**src/hdl/ubr_pkg.sv**
```systemverilog
// Package with register map, field positions, encodings and carriers of the serial data block.
package ubr_pkg;
    localparam logic [3:0] IDX_RXL   = 4'h0;
    localparam logic [3:0] IDX_RXH   = 4'h1;
    localparam logic [3:0] IDX_TXL   = 4'h2;
    localparam logic [3:0] IDX_TXH   = 4'h3;
    localparam logic [3:0] IDX_STAT  = 4'h4;
    localparam logic [3:0] IDX_CTLA  = 4'h5;
    localparam logic [3:0] IDX_CTLB  = 4'h6;
    localparam logic [3:0] IDX_CTLC  = 4'h7;
    localparam logic [3:0] IDX_BAUD  = 4'h8;
    localparam logic [3:0] IDX_DBG   = 4'hb;
    localparam logic [3:0] IDX_EVT   = 4'hc;
    localparam logic [3:0] IDX_TXPL  = 4'hd;
    localparam logic [3:0] IDX_RXPL  = 4'he;
    localparam int ST_RXC  = 7;
    localparam int ST_TXC  = 6;
    localparam int ST_DRE  = 5;
    localparam int ST_RXS  = 4;
    localparam int ST_ISF  = 3;
    localparam int ST_BDF  = 1;
    localparam int ST_WFB  = 0;
    localparam int RXH_OVF = 6;
    localparam int RXH_FE  = 2;
    localparam int RXH_PE  = 1;
    localparam logic [7:0] RST_STAT  = 8'h20;
    localparam logic [7:0] RST_BYTE  = 8'h00;
    localparam logic [15:0] RST_BAUD = 16'h0010;
    localparam logic [2:0] CS_5  = 3'h0;
    localparam logic [2:0] CS_9L = 3'h6;
    localparam logic [2:0] CS_9H = 3'h7;
    localparam logic [1:0] CM_SPI  = 2'h3;
    localparam logic [1:0] PM_EVEN = 2'h2;
    localparam logic [1:0] PM_ODD  = 2'h3;
    localparam logic [1:0] RXM_LIN = 2'h3;
    localparam logic [7:0] LIN_SYNC = 8'h55;
    typedef struct packed {
        logic [8:0] data;
        logic       framing_error_flag;
        logic       parity_error_flag;
    } ubr_frame_t;
    typedef enum logic [1:0] {LIN_BRK, LIN_SYN, LIN_PID, LIN_RSP} ubr_lin_t;
    typedef enum logic [2:0] {RX_IDLE, RX_START, RX_DATA, RX_PAR, RX_STOP} ubr_rx_t;
    typedef enum logic [1:0] {TX_IDLE, TX_SHIFT} ubr_tx_t;
endpackage

```
**src/hdl/ubr_top.sv**
```systemverilog
// Serial transceiver data registers with APB register access, receive buffer and transmitter.
module ubr_top (
    input  wire logic        pclk,
    input  wire logic        presetn,
    input  wire logic        psel,
    input  wire logic        penable,
    input  wire logic        pwrite,
    input  wire logic [5:0]  paddr,
    input  wire logic [31:0] pwdata,
    output logic      [31:0] prdata,
    output logic             pready,
    output logic             pslverr,
    input  wire logic        rxd,
    output logic             txd,
    output logic             irq
);
    ////////////////////////////////////////////////////////////////////////////
    logic [7:0]          status, ctla, ctlb, ctlc, dbg, evt, txpl, rxpl;
    logic [15:0]         baud;
    ubr_pkg::ubr_frame_t rx_buf [2];
    logic [1:0]          rx_count;
    ubr_pkg::ubr_frame_t rx_hold;
    logic                rx_wait, ovf, rd_had;
    logic [8:0]          tx_buf;
    logic                tx_full;
    logic                rx_s1, rx_s2, rx_prev;
    ubr_pkg::ubr_rx_t    rx_st;
    ubr_pkg::ubr_tx_t    tx_st;
    ubr_pkg::ubr_lin_t   lin_ph;
    logic [15:0]         rx_cnt, tx_cnt;
    logic [3:0]          rx_bit, tx_left;
    logic [8:0]          rx_sh;
    logic                rx_parity_error_flag;
    logic [12:0]         tx_sh;

    function automatic logic [3:0] nbits(input logic [2:0] cs);
        nbits = (cs >= ubr_pkg::CS_9L) ? 4'd9 : 4'd5 + {2'b00, cs[1:0]};
    endfunction

    function automatic logic par_of(input logic [8:0] d, input logic [3:0] n,
                                    input logic odd);
        logic p;
        p = odd;
        for (int i = 0; i < 9; i++) begin
            if (i < n) begin
                p = p ^ d[i];
            end
        end
        par_of = p;
    endfunction

    wire       setup   = psel && !penable;
    wire       xfer    = psel && penable && pready;
    wire [3:0] idx     = paddr[5:2];
    wire       nine_lf = ctlc[2:0] == ubr_pkg::CS_9L;
    wire       spi_h   = ctlc[7:6] == ubr_pkg::CM_SPI;
    wire       par_en  = ctlc[5];
    wire       lin     = ctlb[2:1] == ubr_pkg::RXM_LIN;
    wire [3:0] nb      = nbits(ctlc[2:0]);
    wire [15:0] bitlen = (baud == 16'h0000) ? 16'h0001 : baud;
    wire       rx_in   = ctla[3] ? txd : rx_s2;
    wire       mapped  = idx <= ubr_pkg::IDX_BAUD || (idx >= ubr_pkg::IDX_DBG &&
                         idx <= ubr_pkg::IDX_RXPL);
    wire       rd_rx   = xfer && !pwrite && (idx == ubr_pkg::IDX_RXL ||
                         idx == ubr_pkg::IDX_RXH);
    wire       rx_pop  = rd_rx && rd_had && (nine_lf ? idx == ubr_pkg::IDX_RXH
                         : idx == ubr_pkg::IDX_RXL);
    wire       tx_push = xfer && pwrite && (nine_lf ? idx == ubr_pkg::IDX_TXH
                         : idx == ubr_pkg::IDX_TXL);
    wire       wr      = xfer && pwrite;
    wire       rx_mid  = rx_cnt == 16'h0000;
    wire       rx_done = rx_st == ubr_pkg::RX_STOP && rx_mid;
    wire       start   = rx_st == ubr_pkg::RX_IDLE && ctlb[7] && rx_prev && !rx_in;
    wire       tx_load = tx_st == ubr_pkg::TX_IDLE && tx_full && ctlb[6];
    wire       tx_end  = tx_st == ubr_pkg::TX_SHIFT && tx_cnt == 16'h0001 && tx_left == 4'h1;

    ////////////////////////////////////////////////////////////////////////////
    // Frame completion: LIN break and sync bytes steer the phase; the sync byte, and a break in the break or sync phase, are not buffered.
    ubr_pkg::ubr_frame_t done_f;
    logic                done_keep;
    always_comb begin
        done_f.data = rx_sh;
        done_f.framing_error_flag = !rx_in;
        done_f.parity_error_flag = par_en && rx_parity_error_flag;
        done_keep   = rx_done;
        if (lin) begin
            done_f.data[8] = lin_ph == ubr_pkg::LIN_RSP;
            done_f.parity_error_flag    = 1'b0;
            done_keep      = rx_done && (lin_ph == ubr_pkg::LIN_PID ||
                             lin_ph == ubr_pkg::LIN_RSP);
        end
    end

    always_ff @(posedge pclk or negedge presetn) begin
        if (!presetn) begin
            lin_ph <= ubr_pkg::LIN_BRK;
        end else if (rx_done && lin) begin
            if (rx_sh == 9'h000 && !rx_in) begin
                lin_ph <= ubr_pkg::LIN_SYN;
            end else if (lin_ph == ubr_pkg::LIN_SYN) begin
                lin_ph <= ubr_pkg::LIN_PID;
            end else if (lin_ph == ubr_pkg::LIN_PID) begin
                lin_ph <= ubr_pkg::LIN_RSP;
            end
        end
    end

    ////////////////////////////////////////////////////////////////////////////
    // Two-entry receive buffer plus one frame parked in rx_hold, apart from the shift register.
    // A frame that completes while one is already parked, with no pop in that cycle, is dropped, as overrun reports.
    wire push_new  = done_keep && !(rx_count == 2'd2 && !rx_pop);
    wire park_new  = done_keep && rx_count == 2'd2 && !rx_pop && !rx_wait;
    wire push_any  = push_new || (rx_wait && rx_pop);
    ubr_pkg::ubr_frame_t push_f;
    assign push_f = (rx_wait && rx_pop) ? rx_hold : done_f;

    always_ff @(posedge pclk or negedge presetn) begin
        if (!presetn) begin
            rx_count <= 2'd0;
            rx_buf   <= '{default: '0};
            rx_hold  <= '0;
            rx_wait  <= 1'b0;
        end else begin
            if (rx_pop) begin
                rx_buf[0] <= rx_buf[1];
            end
            if (push_any) begin
                rx_buf[(rx_count - {1'b0, rx_pop}) == 2'd0 ? 0 : 1] <= push_f;
            end
            rx_count <= rx_count + {1'b0, push_any} - {1'b0, rx_pop};
            if (park_new) begin
                rx_hold <= done_f;
                rx_wait <= 1'b1;
            end else if (rx_pop && rx_wait) begin
                rx_hold <= done_f;
                rx_wait <= done_keep;
            end
        end
    end

    // Setting wins over the read that clears.
    always_ff @(posedge pclk or negedge presetn) begin
        if (!presetn) begin
            ovf <= 1'b0;
        end else if (start && rx_count == 2'd2 && rx_wait) begin
            ovf <= 1'b1;
        end else if (rd_rx) begin
            ovf <= 1'b0;
        end
    end

    ////////////////////////////////////////////////////////////////////////////
    // Receiver: the start is rechecked at half a bit so glitches are dropped.
    always_ff @(posedge pclk or negedge presetn) begin
        if (!presetn) begin
            rx_s1   <= 1'b1;
            rx_s2   <= 1'b1;
            rx_prev <= 1'b1;
        end else begin
            rx_s1   <= rxd;
            rx_s2   <= rx_s1;
            rx_prev <= rx_in;
        end
    end

    always_ff @(posedge pclk or negedge presetn) begin
        if (!presetn) begin
            rx_st   <= ubr_pkg::RX_IDLE;
            rx_cnt  <= 16'h0000;
            rx_bit  <= 4'h0;
            rx_sh   <= 9'h000;
            rx_parity_error_flag <= 1'b0;
        end else begin
            rx_cnt <= rx_mid ? bitlen - 16'h0001 : rx_cnt - 16'h0001;
            case (rx_st)
                ubr_pkg::RX_IDLE: begin
                    if (start) begin
                        rx_st  <= ubr_pkg::RX_START;
                        rx_cnt <= {1'b0, bitlen[15:1]};
                    end
                end
                ubr_pkg::RX_START: begin
                    if (rx_mid) begin
                        rx_st  <= rx_in ? ubr_pkg::RX_IDLE : ubr_pkg::RX_DATA;
                        rx_bit <= 4'h0;
                        rx_sh  <= 9'h000;
                    end
                end
                ubr_pkg::RX_DATA: begin
                    if (rx_mid) begin
                        rx_sh[rx_bit] <= rx_in;
                        rx_bit        <= rx_bit + 4'h1;
                        if (rx_bit == nb - 4'h1) begin
                            rx_st <= par_en ? ubr_pkg::RX_PAR : ubr_pkg::RX_STOP;
                        end
                    end
                end
                ubr_pkg::RX_PAR: begin
                    if (rx_mid) begin
                        rx_parity_error_flag <= par_of(rx_sh, nb, ctlc[4]) != rx_in;
                        rx_st   <= ubr_pkg::RX_STOP;
                    end
                end
                ubr_pkg::RX_STOP: begin
                    if (rx_mid) begin
                        rx_st   <= ubr_pkg::RX_IDLE;
                        rx_parity_error_flag <= 1'b0;
                    end
                end
                default: rx_st <= ubr_pkg::RX_IDLE;
            endcase
        end
    end

    ////////////////////////////////////////////////////////////////////////////
    // Transmit buffer and shift register; bits beyond the frame stay at stop level.
    always_ff @(posedge pclk or negedge presetn) begin
        if (!presetn) begin
            tx_buf  <= 9'h000;
            tx_full <= 1'b0;
        end else begin
            if (wr && idx == ubr_pkg::IDX_TXL) begin
                tx_buf[7:0] <= pwdata[7:0];
            end
            if (wr && idx == ubr_pkg::IDX_TXH) begin
                tx_buf[8] <= pwdata[0];
            end
            if (tx_push) begin
                tx_full <= 1'b1;
            end else if (tx_load) begin
                tx_full <= 1'b0;
            end
        end
    end

    always_ff @(posedge pclk or negedge presetn) begin
        if (!presetn) begin
            tx_st   <= ubr_pkg::TX_IDLE;
            tx_sh   <= 13'h1fff;
            tx_cnt  <= 16'h0000;
            tx_left <= 4'h0;
            txd     <= 1'b1;
        end else begin
            case (tx_st)
                ubr_pkg::TX_IDLE: begin
                    txd <= 1'b1;
                    if (tx_load) begin
                        tx_st   <= ubr_pkg::TX_SHIFT;
                        tx_sh   <= ({13{1'b1}} << (nb + {3'h0, par_en} + 4'h1)) |
                                   ({12'h000, par_of(tx_buf, nb, ctlc[4]) & par_en}
                                    << (nb + 4'h1)) |
                                   ({4'h0, tx_buf & ~(9'h1ff << nb)} << 1);
                        tx_left <= nb + {3'h0, par_en} + {3'h0, ctlc[3]} + 4'h3;
                        tx_cnt  <= 16'h0001;
                    end
                end
                ubr_pkg::TX_SHIFT: begin
                    if (tx_cnt == 16'h0001) begin
                        txd     <= tx_sh[0];
                        tx_sh   <= {1'b1, tx_sh[12:1]};
                        tx_left <= tx_left - 4'h1;
                        tx_cnt  <= bitlen;
                        if (tx_left == 4'h1) begin
                            tx_st <= ubr_pkg::TX_IDLE;
                            txd   <= 1'b1;
                        end
                    end else begin
                        tx_cnt <= tx_cnt - 16'h0001;
                    end
                end
                default: tx_st <= ubr_pkg::TX_IDLE;
            endcase
        end
    end

    ////////////////////////////////////////////////////////////////////////////
    // Registers. Status bits 7 to 4 are the interrupt sources; control A masks them.
    wire       stat_wr     = wr && idx == ubr_pkg::IDX_STAT;
    wire [7:0] next_status = {rx_count != 2'd0,
        (status[ubr_pkg::ST_TXC] && !(stat_wr && pwdata[ubr_pkg::ST_TXC])) ||
        (tx_end && !tx_full), !tx_full,
        status[ubr_pkg::ST_RXS] && !(stat_wr && pwdata[ubr_pkg::ST_RXS]),
        (status[ubr_pkg::ST_ISF] && !(stat_wr && pwdata[ubr_pkg::ST_ISF])) ||
        (rx_done && lin && lin_ph == ubr_pkg::LIN_SYN && rx_sh[7:0] != ubr_pkg::LIN_SYNC),
        1'b0,
        (status[ubr_pkg::ST_BDF] && !(stat_wr && pwdata[ubr_pkg::ST_BDF]) &&
         !push_any) || (rx_done && lin && lin_ph == ubr_pkg::LIN_SYN),
        stat_wr ? pwdata[ubr_pkg::ST_WFB] : status[ubr_pkg::ST_WFB]};

    always_ff @(posedge pclk or negedge presetn) begin
        if (!presetn) begin
            status <= ubr_pkg::RST_STAT;
            irq    <= 1'b0;
        end else begin
            status <= next_status;
            irq    <= |(next_status[7:4] & ctla[7:4]);
        end
    end

    always_ff @(posedge pclk or negedge presetn) begin
        if (!presetn) begin
            ctla <= ubr_pkg::RST_BYTE;
            ctlb <= ubr_pkg::RST_BYTE;
            ctlc <= ubr_pkg::RST_BYTE;
            dbg  <= ubr_pkg::RST_BYTE;
            evt  <= ubr_pkg::RST_BYTE;
            txpl <= ubr_pkg::RST_BYTE;
            rxpl <= ubr_pkg::RST_BYTE;
            baud <= ubr_pkg::RST_BAUD;
        end else if (wr) begin
            case (idx)
                ubr_pkg::IDX_CTLA: ctla <= pwdata[7:0];
                ubr_pkg::IDX_CTLB: ctlb <= pwdata[7:0] & 8'hdf;
                ubr_pkg::IDX_CTLC: ctlc <= pwdata[7:0];
                ubr_pkg::IDX_BAUD: baud <= pwdata[15:0];
                ubr_pkg::IDX_DBG:  dbg  <= {7'h00, pwdata[0]};
                ubr_pkg::IDX_EVT:  evt  <= {7'h00, pwdata[0]};
                ubr_pkg::IDX_TXPL: txpl <= pwdata[7:0];
                ubr_pkg::IDX_RXPL: rxpl <= {1'b0, pwdata[6:0]};
                default: ;
            endcase
        end
    end

    // Read data is captured in the setup cycle, so every transfer takes no wait state.
    always_ff @(posedge pclk or negedge presetn) begin
        if (!presetn) begin
            prdata  <= 32'h0000_0000;
            pready  <= 1'b0;
            pslverr <= 1'b0;
            rd_had  <= 1'b0;
        end else begin
            pready  <= setup;
            pslverr <= setup && !mapped;
            rd_had  <= rx_count != 2'd0;
            prdata  <= 32'h0000_0000;
            if (setup && !pwrite) begin
                case (idx)
                    ubr_pkg::IDX_RXL:  prdata[7:0] <= rx_buf[0].data[7:0];
                    ubr_pkg::IDX_RXH:  prdata[7:0] <= {rx_count != 2'd0,
                        ovf && !spi_h, 3'b000, rx_buf[0].framing_error_flag && !spi_h,
                        rx_buf[0].parity_error_flag && !spi_h, rx_buf[0].data[8]};
                    ubr_pkg::IDX_STAT: prdata[7:0] <= status;
                    ubr_pkg::IDX_CTLA: prdata[7:0] <= ctla;
                    ubr_pkg::IDX_CTLB: prdata[7:0] <= ctlb;
                    ubr_pkg::IDX_CTLC: prdata[7:0] <= ctlc;
                    ubr_pkg::IDX_BAUD: prdata[15:0] <= baud;
                    ubr_pkg::IDX_DBG:  prdata[7:0] <= dbg;
                    ubr_pkg::IDX_EVT:  prdata[7:0] <= evt;
                    ubr_pkg::IDX_TXPL: prdata[7:0] <= txpl;
                    ubr_pkg::IDX_RXPL: prdata[7:0] <= rxpl;
                    default: ;
                endcase
            end
        end
    end

    ////////////////////////////////////////////////////////////////////////////
    chk_rx_head: assert property (@(posedge pclk) disable iff (!presetn)
        setup && !pwrite && idx == ubr_pkg::IDX_RXL |=> prdata[7:0] == $past(rx_buf[0].data[7:0]))
        else $error("receive-low does not show the oldest frame");
    chk_buf_depth: assert property (@(posedge pclk) disable iff (!presetn)
        rx_count == 2'd2 && !rx_pop |=> rx_count == 2'd2)
        else $error("full receive buffer lost a frame");
    chk_pop_sel: assert property (@(posedge pclk) disable iff (!presetn)
        rx_pop |-> (nine_lf ? idx == ubr_pkg::IDX_RXH : idx == ubr_pkg::IDX_RXL))
        else $error("receive buffer advanced on the wrong byte");
    chk_rxc_flag: assert property (@(posedge pclk) disable iff (!presetn)
        rx_count == 2'd1 && rx_pop && !push_any |=> rx_count == 2'd0 ##1 !status[ubr_pkg::ST_RXC])
        else $error("receive-complete flag stays after buffer empties");
    chk_ovf_clear: assert property (@(posedge pclk) disable iff (!presetn)
        rd_rx && !start |=> !ovf)
        else $error("overrun not cleared by data read");
    chk_spi_quiet: assert property (@(posedge pclk) disable iff (!presetn)
        setup && !pwrite && idx == ubr_pkg::IDX_RXH && spi_h |=> prdata[6:1] == 6'h00)
        else $error("error flags visible in synchronous host mode");
    chk_tx_push: assert property (@(posedge pclk) disable iff (!presetn)
        tx_push |=> tx_full ##1 !status[ubr_pkg::ST_DRE])
        else $error("transmit push did not fill the buffer");
    chk_tx_idle: assert property (@(posedge pclk) disable iff (!presetn)
        tx_st == ubr_pkg::TX_IDLE && $past(tx_st) == ubr_pkg::TX_IDLE |-> txd)
        else $error("serial output not idle high");
endmodule // ubr_top

```
**config.mk**
```make
export PLATFORM = sky130hd
export DESIGN_NAME = ubr_top
export DESIGN_NICKNAME = d
export VERILOG_FILES = /design/src/hdl/ubr_pkg.sv /design/src/hdl/ubr_top.sv
export SDC_FILE = /design/constraint.sdc
export NUM_CORES = 1
export LEC_CHECK = 0
export BUFFER_PORTS_ARGS = -buffer_cell sky130_fd_sc_hd__buf_2
export CAP_MARGIN = 20
export CORE_ASPECT_RATIO = 0.9
export CORE_MARGIN = 2
export CORE_UTILIZATION = 55
export DETAILED_ROUTE_END_ITERATION = 10
export GPL_ROUTABILITY_DRIVEN = 0
export PLACE_DENSITY = 0.77
export SYNTH_ARGS = -nofsm -noshare
export SYNTH_HDL_FRONTEND = slang
export SYNTH_SLANG_ARGS = --single-unit
```
**constraint.sdc**
```tcl
create_clock -name pclk -period 3.8 [get_ports pclk]
set_input_delay 0.76 -clock pclk [delete_from_list [all_inputs] [get_ports pclk]]
set_output_delay 0.76 -clock pclk [all_outputs]
set_load 0.01 [all_outputs]
```
======== Word level (Yosys, flattened, before mapping) ========
Index checks and enable logic that the tools add are counted.
storage, ports and cells
  memories ................................ 0
  flip-flop bits (word level) ............. 204
  ROM bits ................................ 0
  memory bits (writable) .................. 0
  input bits .............................. 44
  word-level logic and storage cells ...... 370
  output and inout port bits .............. 36
  bits in latches ......................... 0
cells by class
  $lt $le $gt $ge ......................... 17
  $add $sub $neg .......................... 15
  shifts and indexed selects .............. 3
  divide/modulo/power cells ............... 0
  mux-type cells .......................... 123
  multipliers ............................. 0
  bitwise logic cells ..................... 25
  reduce and logical (&&, ||, !) cells .... 105
  equality and inequality tests ........... 38
operator list
  cell                                                   count
  2-to-1 mux 16 bit                                      7
  case mux 8 bit (11 select lines)                       1
  2-to-1 mux 1 bit                                       72
  2-to-1 mux 11 bit                                      5
  logical AND 1 bit                                      52
  subtractor 16 x 1 -> 16 bit (second input constant)    3
  >= comparator 32 x 2 -> 1 bit (second input constant)  1
  logical NOT 16 bit                                     2
  < comparator 32 x 1 -> 1 bit (second input constant)   1
  NOT 1 -> 32 bit                                        1
  case mux 16 bit (2 select lines)                       1
  2-to-1 mux 13 bit                                      2
  case mux 13 bit (2 select lines)                       1
  bitwise mux 22 bit                                     1
  2-to-1 mux 22 bit                                      1
  AND reduction 2 bit                                    11
  2-to-1 mux 3 bit                                       7
  equality test 4 bit (second input constant)            5
  2-to-1 mux 4 bit                                       5
  2-to-1 mux 9 bit                                       2
  case mux 9 bit (2 select lines)                        1
  bitwise XOR 1 bit                                      18
  equality test 16 x 1 -> 1 bit (second input constant)  1
  equality test 4 x 3 -> 1 bit (second input constant)   4
  other kinds (57)                                       121

======== Logic depth before layout (Yosys ltp) ========
Gate-level depths: netlist of the first run.
  word-level depth ........................ 44
  mapped depth ............................ 15
  depth with buffers taken out ............ 13

======== Worst setup path after synthesis of the first run ========
OpenSTA, ideal clock, no wires.
  kind .................................... register to register
  start ................................... register ctlc[0]
  end ..................................... register tx_sh[8]
  cell stages (with the launch flop) ...... 14
  required time ........................... 3.702 ns
  setup slack ............................. 0.497 ns
  arrival time ............................ 3.204 ns
  path buffers ............................ 1
  library setup time ...................... 0.098 ns
  cells stage by stage .................... dfrtp_1 > clkbuf_1 > inv_1 > ha_1 > o21ai_2 > nand2_1 > inv_1 > ha_1 > inv_1 > and4_1 > or3_1 > a211oi_1 > o211ai_1 > a221oi_1
on the way
  word-level cells in the longest chain between the ends .. 44
  elaborated cells on any way between the ends .. 60
  classes of those cells .................. 4 x add/sub; 10 x order compare; 3 x shift; 30 x mux; 13 x bitwise
RTL lines
  item                                                                RTL line        source
  from (decl)                                                         ubr_top.sv:18   logic [7:0] status, ctla, ctlb, ctlc, dbg, evt, txpl, rxpl;
  from (signal assigned)                                              ubr_top.sv:304  ctlc <= ubr_pkg::RST_BYTE;
  from (signal assigned)                                              ubr_top.sv:314  ubr_pkg::IDX_CTLC: ctlc <= pwdata[7:0];
  adder 3 x 2 -> 4 bit / >= comparator 3 bit (equally long branches)  ubr_top.sv:37   nbits = (cs >= ubr_pkg::CS_9L) ? 4'd9 : 4'd5 + {2'b00, cs[1:0]};
  2-to-1 mux 4 bit (*)                                                ubr_top.sv:37
  < comparator 1 x 4 -> 1 bit                                         ubr_top.sv:45   if (i < n) begin
  2-to-1 mux 1 bit                                                    ubr_top.sv:45
  2-to-1 mux 1 bit                                                    ubr_top.sv:247  if (tx_load) begin
  2-to-1 mux 1 bit                                                    ubr_top.sv:244  case (tx_st)
  bitwise XOR 1 bit                                                   ubr_top.sv:46   p = p ^ d[i];
  2-to-1 mux 1 bit                                                    ubr_top.sv:45
  (+28 left out)                                                      -
  2-to-1 mux 1 bit                                                    ubr_top.sv:247
  2-to-1 mux 1 bit                                                    ubr_top.sv:244
  AND 1 bit                                                           ubr_top.sv:250  ({12'h000, par_of(tx_buf, nb, ctlc[4]) & par_en}
  << shifter 1 x 4 -> 13 bit                                          ubr_top.sv:250
  OR 13 bit                                                           ubr_top.sv:249  tx_sh <= ({13{1'b1}} << (nb + {3'h0, par_en} + 4'h1)) |
  OR 13 x 10 -> 13 bit (*)                                            ubr_top.sv:251  << (nb + 4'h1)) |
  2-to-1 mux 13 bit (*)                                               ubr_top.sv:247
  case mux 13 bit (2 select lines) (*)                                ubr_top.sv:244
  to (signal assigned)                                                ubr_top.sv:249
  to (signal assigned)                                                ubr_top.sv:260  tx_sh <= {1'b1, tx_sh[12:1]};
  to (decl)                                                           ubr_top.sv:34   logic [12:0] tx_sh;
Mark *: on every way between the ends. The rest lies on a longest branch, timed or not. The select of a mux whose other input is x is not followed.
A chain may end at the register's enable or synchronous reset.

======== Worst setup path in the final report of the first run ========
  start ................................... register ctlc[1]
  end ..................................... register tx_sh[8]
The elaborated chain is that of the path after synthesis.

==> metrics.cfg, run 1 <==
[floorplanning]
fp.dieW_um = 155.1
die_area_um2 = 21700
io_pins = 80
initial_core_util_pct = 56.35
core_um2 = 20050
placementRows = 49
die_h_um = 140.0

[worst_setup_path]
path_class = reg -> reg
critPathMaxFanout = 10
endpoint_kind = flop
crit_arrival_ns = 3.84
start_kind = flop
reg2regPathDepth = 11
required_ns = 4.19

[placement]
place_area_um2 = 11840
portBuffers = 45
pre_cts_ws_ns = 0.2625
place_inst = 1428
hpwl_um = 20480

[pwr]
p_per_area_nw_per_um2 = 431.3
p_int_mw = 3.861
swShare_pct = 28.66
pwr-share-comb_pct = 15.3
peakVddDrop_uv = 336.2
p_sw_mw = 1.551
p_leak_nw = 5.703
clkPwrFrac_pct = 38.7
p_seq_share_pct = 46.0

[logic_synthesis]
syn_area_um2 = 11300
yosysWarnings = 0
post_synth_num_cell_types = 71
seq_area_frac_synth_pct = 44.96
synth_flop_cell = dfrtp_1
async_flop_share_pct = 100.0
synth_area_per_cell_um2 = 9.824
synth-edff-count = 0
synth_seq_cells = 202
synth_cells = 1150

[routing]
routed_via_density = 6.273
route.detailed.drc = 0
wire_per_inst_um = 19.80
routed_wl_um = 29050
drtIter0Drc = 811
firstDrtPassIters = 5
drt.antenna.violating_nets = 0
vias = 9203

[sta]
fin_crit_ns = 3.446
drv_slew = 0
clock_skew_ns = 0.01866
rsz0062_at_grt = false
fmax_ghz = 0.2902
finalSetupViolCount = 0
hold_ws_ns = 0.3134
setup-tns-final_ns = 0
hold_viol = 0
maxSlewHeadroom_pct = 32.45
period_share_pct = 90.67
tightest_slew_ns = 1.013
setup_ws_ns = 0.3544

[clocking]
cts.clk_slew.worst_paths_ns = 0.06
cts_htree_levels = 1
root_buffer = clkbuf_16
ctsHoldBuffers = 0
cts_tree = yes
clk_path_buf_depth = 3
clkSinkCount = 202
clock_latency_ns = 0.51
cts_buffers = 22

[grt]
track_usage_pct = 26.59
grt_pass1_vias = 8583
grt_max_degree = 97
grt_pass1_wl_um = 46240
antenna_found_initial = 0
grt_overflow = 0

[layout]
seq_area_um2 = 5079
n_antenna_cell = 0
filler_cell_count = 1655
multiInputGateArea_um2 = 5788
drive_above_1_share_pct = 18.40
fin_area_um2 = 12550
fin_cells = 1467
syn_to_final_growth_pct = 11.08
nNetsFinal = 1271

[outcome]
status = completed

[run]
cap_violations = 0

[hold_path]
hp-class = in -> async

## state kept, by name, indices dropped and copies added, names as in the netlist, 11 cells and up
name,flops
tx_sh,13
rx_cnt,16
prdata,16
tx_cnt,16
baud,16
rx_hold,11
rx_buf,22
## synth_stat cells (4+ instances only)
cell	number	area share (%)
o21ai_0	85	3.8
a2111oi_0	8	0.62
buf_2	8	0.35
o32ai_1	4	0.31
mux2i_1	52	4.6
a21boi_0	5	0.33
inv_1	42	1.4
mux2_2	73	7.3
a31oi_1	15	0.83
xor2_1	9	0.70
xnor2_1	17	1.3
nand3b_1	8	0.53
o2bb2ai_1	5	0.39
clkbuf_1	43	1.4
a31o_2	4	0.31
a221oi_1	6	0.47
nor3b_1	5	0.33
buf_1	4	0.13
or4_1	7	0.47
or3_1	23	1.3
nor3_1	32	1.4
nand2b_1	14	0.78
a211oi_1	7	0.47
and3_1	18	1.0
a22oi_1	4	0.27
nor2b_1	12	0.66
a311oi_1	5	0.39
o31ai_1	8	0.53
o211ai_1	15	1.0
a22o_1	19	1.5
or2_2	6	0.33
nand2_1	97	3.2
dfstp_2	19	4.4
ha_1	30	3.3
nor2_1	81	2.7
nand3_1	21	0.93
a32oi_1	4	0.31
nand4_1	6	0.33
nor4_1	17	0.94
dfrtp_1	183	41
buf_4	16	1.1
a21oi_1	63	2.8
## per-layer routing
layer	share of wire [%]	global-route usage [%]
met2	45	41.71
met1	46	39.44
met5	0	0
met4	1.9	5.702
met3	7.1	4.053
## layout make-up
| cell class | instances | area share [%] |
|---|---|---|
| multi-input cells | 848 | 46.13 |
| flip-flops and latches | 202 | 40.47 |
| clock buffers | 33 | 5.125 |
| repair buffers | 80 | 3.959 |
| well taps | 255 | 2.543 |
| inverters | 43 | 1.286 |
| clock inverters | 6 | 0.4886 |
## kinds of logic after synthesis
group / share of synthesized area (%)
AND/OR/NAND/NOR: 15.95
AO/OA/AOI/OAI: 16.79
flip-flops: 44.96
multiplexers: 11.88
buffers and inverters: 4.452
adder cells (fa/ha/maj): 3.323
XOR/XNOR: 2.614
other: 0.03319
## critical path, stage by stage, from the launching register on
cell      delay [ns]
dfrtp_1         0.47
ha_1            0.27
o21ai_2         0.35
nand2_1         0.21
inv_1           0.11
ha_1            0.25
nand2b_1        0.16
o21ai_0         0.11
a21bo_2         0.26
a211oi_1        0.67
o211ai_1        0.15
a221oi_1        0.32
## power groups by stage
stage / clock network, mW / registers (mW) / logic, mW
floorplan: 0 / 2.45 / 0.579
global placement: 0 / 2.51 / 0.779
detailed placement: 0 / 2.52 / 0.805
CTS: 2.11 / 2.48 / 0.813
global route: 2.21 / 2.51 / 0.908
finish: 2.10 / 2.49 / 0.826
## final timing paths
| kind | startpoint | end | slack (ns) |
|---|---|---|---|
| max in group asynchronous | presetn | rx_prev$_DFF_PN1_ | 2.61 |
| setup reg to reg | ctlc[1]$_DFFE_PN0P_ | tx_sh[8]$_DFFE_PN1P_ | 0.35 |
| setup / recovery | ctlc[1]$_DFFE_PN0P_ | tx_sh[8]$_DFFE_PN1P_ | 0.35 |
| hold / removal | presetn | tx_left[0]$_DFFE_PN0P_ | 0.31 |
| min in group pclk | rxd | rx_s1$_DFF_PN1_ | 0.35 |
| hold reg to reg | rx_s1$_DFF_PN1_ | rx_s2$_DFF_PN1_ | 0.36 |
## cells in the final DEF (no fill, tap or decap), types with 7 or more instances in the layout
cell type,Yosys,layout
a21oi_1,63,63
nor2b_1,12,12
nor4_1,17,17
a22o_1,19,19
inv_1,42,42
conb_1,1,16
nand2b_1,14,14
or3_1,23,23
dfrtp_1,183,183
nor3_1,32,30
clkbuf_1,43,7
clkbuf_16,0,23
nand3b_1,8,8
ha_1,30,30
o31ai_1,8,8
o21ai_0,85,85
o211ai_1,15,15
a31oi_1,15,15
nand2_1,97,97
xnor2_1,17,17
buf_4,16,35
or4_1,7,7
a211oi_1,7,7
xor2_1,9,9
nor2_1,81,81
dfstp_2,19,19
a2111oi_0,8,7
and3_1,18,18
nand3_1,21,21
mux2_2,73,73
mux2i_1,52,52
buf_2,8,44
## through the flow
| stage | util (%) | total power, mW |
|---|---|---|
| 6_report | 62.59 | 5.413 |
| 5_1_grt | 62.59 | 5.625 |
| 4_1_cts | 62.56 | 5.408 |
| 3_5_place_dp | 59.05 | 3.321 |
| 3_3_place_gp | 59.05 | 3.288 |
| 2_1_floorplan | - | 3.032 |
## timing repair
action / 4_1_cts / 5_1_grt
resized for setup: 0 / 2
buffers inserted: 0 / 0
endpoints found under the setup margin: 0 / 4
No activity file was read; power rests on OpenSTA's default activity.
==> run 2, diff against run 1 <==
CTS_BUF_LIST = sky130_fd_sc_hd__clkbuf_16   (was not set)
==> run 2 against run 1 <==
Effect of this change: worst hold slack improved by 0.0044 ns; design area decreased by 0.24%; power decreased by 1.5%; die area unchanged; clock skew decreased by 0.0034 ns; global-route usage about the same; non-clock buffer count unchanged; setup slack got worse by 0.018 ns; critical path depth unchanged; count of clock-buffer cells in the layout decreased by 10; critical path type unchanged.
==> metrics.cfg, run 2 (synthesis results as in run 1) <==
[outcome]
status = completed

[sta]
clock_skew_ns = 0.01526  ; -0.003404 ns
tightest_slew_ns = 1.015  ; +0.001371 ns
period_share_pct = 91.16  ; +0.49 points
hold_viol = 0  ; unchanged
rsz0062_at_grt = false
drv_slew = 0  ; unchanged
maxSlewHeadroom_pct = 32.36  ; -0.091 points
fmax_ghz = 0.2887  ; -0.53%
setup-tns-final_ns = 0  ; unchanged
finalSetupViolCount = 0  ; unchanged
fin_crit_ns = 3.464  ; +0.01846 ns

[floorplanning]
die_h_um = 140.0  ; unchanged
initial_core_util_pct = 56.35  ; unchanged
placementRows = 49  ; unchanged
fp.dieW_um = 155.1  ; unchanged
core_um2 = 20050  ; unchanged
io_pins = 80  ; unchanged
die_area_um2 = 21700  ; unchanged

[pwr]
clkPwrFrac_pct = 37.8  ; -0.9 points
p_int_mw = 3.782  ; -2.1%
p_seq_share_pct = 46.7  ; +0.7 points
swShare_pct = 29.03  ; +0.37 points
peakVddDrop_uv = 335.9  ; about the same
p_leak_nw = 5.715  ; +0.21%
pwr-share-comb_pct = 15.5  ; +0.2 points
p_sw_mw = 1.547  ; -0.28%
p_per_area_nw_per_um2 = 425.7  ; -1.3%

[grt]
grt_overflow = 0  ; unchanged
track_usage_pct = 26.62  ; about the same
grt_pass1_vias = 8616  ; +0.38%
grt_pass1_wl_um = 46330  ; +0.19%
antenna_found_initial = 0  ; unchanged
grt_max_degree = 97  ; unchanged

[clocking]
cts_htree_levels = 1  ; unchanged
cts.clk_slew.worst_paths_ns = 0.06  ; about the same
cts_setup_buffers = 0  ; unchanged
cts_tree = yes
clock_latency_ns = 0.51  ; about the same
root_buffer = clkbuf_16
cts_buffers = 22  ; unchanged
clk_path_buf_depth = 3  ; unchanged
clkSinkCount = 202  ; unchanged

[worst_setup_path]
critPathBufInv = 1  ; unchanged
crit_arrival_ns = 3.85  ; about the same
critPathMaxFanout = 10  ; unchanged
cpMaxStageDelayCell = a211oi_1
endpoint_kind = flop
start_kind = flop
cpMostUsedCell = ha_1
path_class = reg -> reg
critPathMaxStageDelay_ns = 0.66  ; about the same
path_cells = ha_1 -> o21ai_2 -> nand2_1 -> inv_1 -> ha_1 -> nand2b_1 -> o21ai_0 -> a21bo_2 -> a211oi_1 -> o211ai_1 -> a221oi_1
required_ns = 4.19  ; about the same
crit_family = compound AO/OA/AOI/OAI gates

[routing]
drtIter0Drc = 794  ; -2.1%
wire_per_inst_um = 19.81  ; about the same
routed_wl_um = 29060  ; about the same
firstDrtPassIters = 5  ; unchanged
route.detailed.drc = 0  ; unchanged
vias = 9265  ; +0.67%
drt.antenna.violating_nets = 0  ; unchanged
routed_via_density = 6.316  ; +0.67%

[layout]
drive_above_1_share_pct = 18.15  ; -0.25 points
nNetsFinal = 1271  ; unchanged
syn_to_final_growth_pct = 10.81
n_antenna_cell = 0  ; unchanged
largest_register_ffs = 22  ; unchanged
top_register = rx_buf
layout_common_cells = dfrtp_1 (183), nand2_1 (97), o21ai_0 (85), nor2_1 (81), mux2_2 (73)
fin_area_um2 = 12520  ; -0.24%
final_common_cell = dfrtp_1

[placement]
portBuffers = 45  ; unchanged
hpwl_um = 20480  ; unchanged
place_area_um2 = 11840  ; unchanged

[hold_path]
hp-class = in -> async

[run]
cap_violations = 0  ; unchanged

## run 2: repair_timing
action	4_1_cts	5_1_grt
endpoints found under the setup margin	0	4
resized for setup	0	2
hold buffers	0	0
## run 2: area by class of cell
cell class | instances | area (µm²)
fill | 1662 | 7530
multi-input combinational | 848 | 5788
sequential | 202 | 5079
clock buffer | 23 | 575.6
timing repair buffer | 80 | 496.7
tap | 255 | 319.1
inverter | 43 | 161.4
clock inverter | 16 | 98.84
## run 2: per-layer routing
metal / global-route usage [%] / wire (µm) / up-vias
li1: - / - / 4279
met2: 41.75 / 13120 / 392
met4: 5.750 / 688 / 0
met3: 4.363 / 2144 / 62
met1: 39.24 / 13110 / 4532
met5: 0 / 0 / -
## run 2: path summary, 6_finish.rpt
check                                         end  cells past startpoint  slack [ns]                start
max reg2reg                  tx_sh[8]$_DFFE_PN1P_                     11        0.34  ctlc[1]$_DFFE_PN0P_
min in group pclk                 rx_s1$_DFF_PN1_                      1        0.35                  rxd
max in group asynchronous       rx_prev$_DFF_PN1_                      2        2.61              presetn
min reg2reg                       rx_s2$_DFF_PN1_                      0        0.36      rx_s1$_DFF_PN1_
min                        tx_left[0]$_DFFE_PN0P_                      1        0.32              presetn
max                          tx_sh[8]$_DFFE_PN1P_                     11        0.34  ctlc[1]$_DFFE_PN0P_
## run 2: power by group through the flow
stage	clock network (mW)	logic [mW]	registers, mW
global route	2.13	0.908	2.51
detailed placement	0	0.805	2.52
floorplan	0	0.579	2.45
global placement	0	0.779	2.51
CTS	2.03	0.813	2.48
finish	2.01	0.828	2.49
## run 2: metrics by stage
step / power [mW] / setup WS [ns] / utilization (%) / hold slack (ns) / std cells
floorplan: 3.032 / 0.4974 / - / 0.3452 / 1165
global placement: 3.288 / 0.4102 / 59.05 / 0.3462 / 1428
detailed placement: 3.321 / 0.2625 / 59.05 / 0.3468 / 1428
CTS: 5.328 / 0.2138 / 62.41 / 0.3362 / 1467
global route: 5.545 / 0.01522 / 62.44 / 0.3340 / 1467
finish: 5.329 / 0.3360 / 62.44 / 0.3178 / 1467
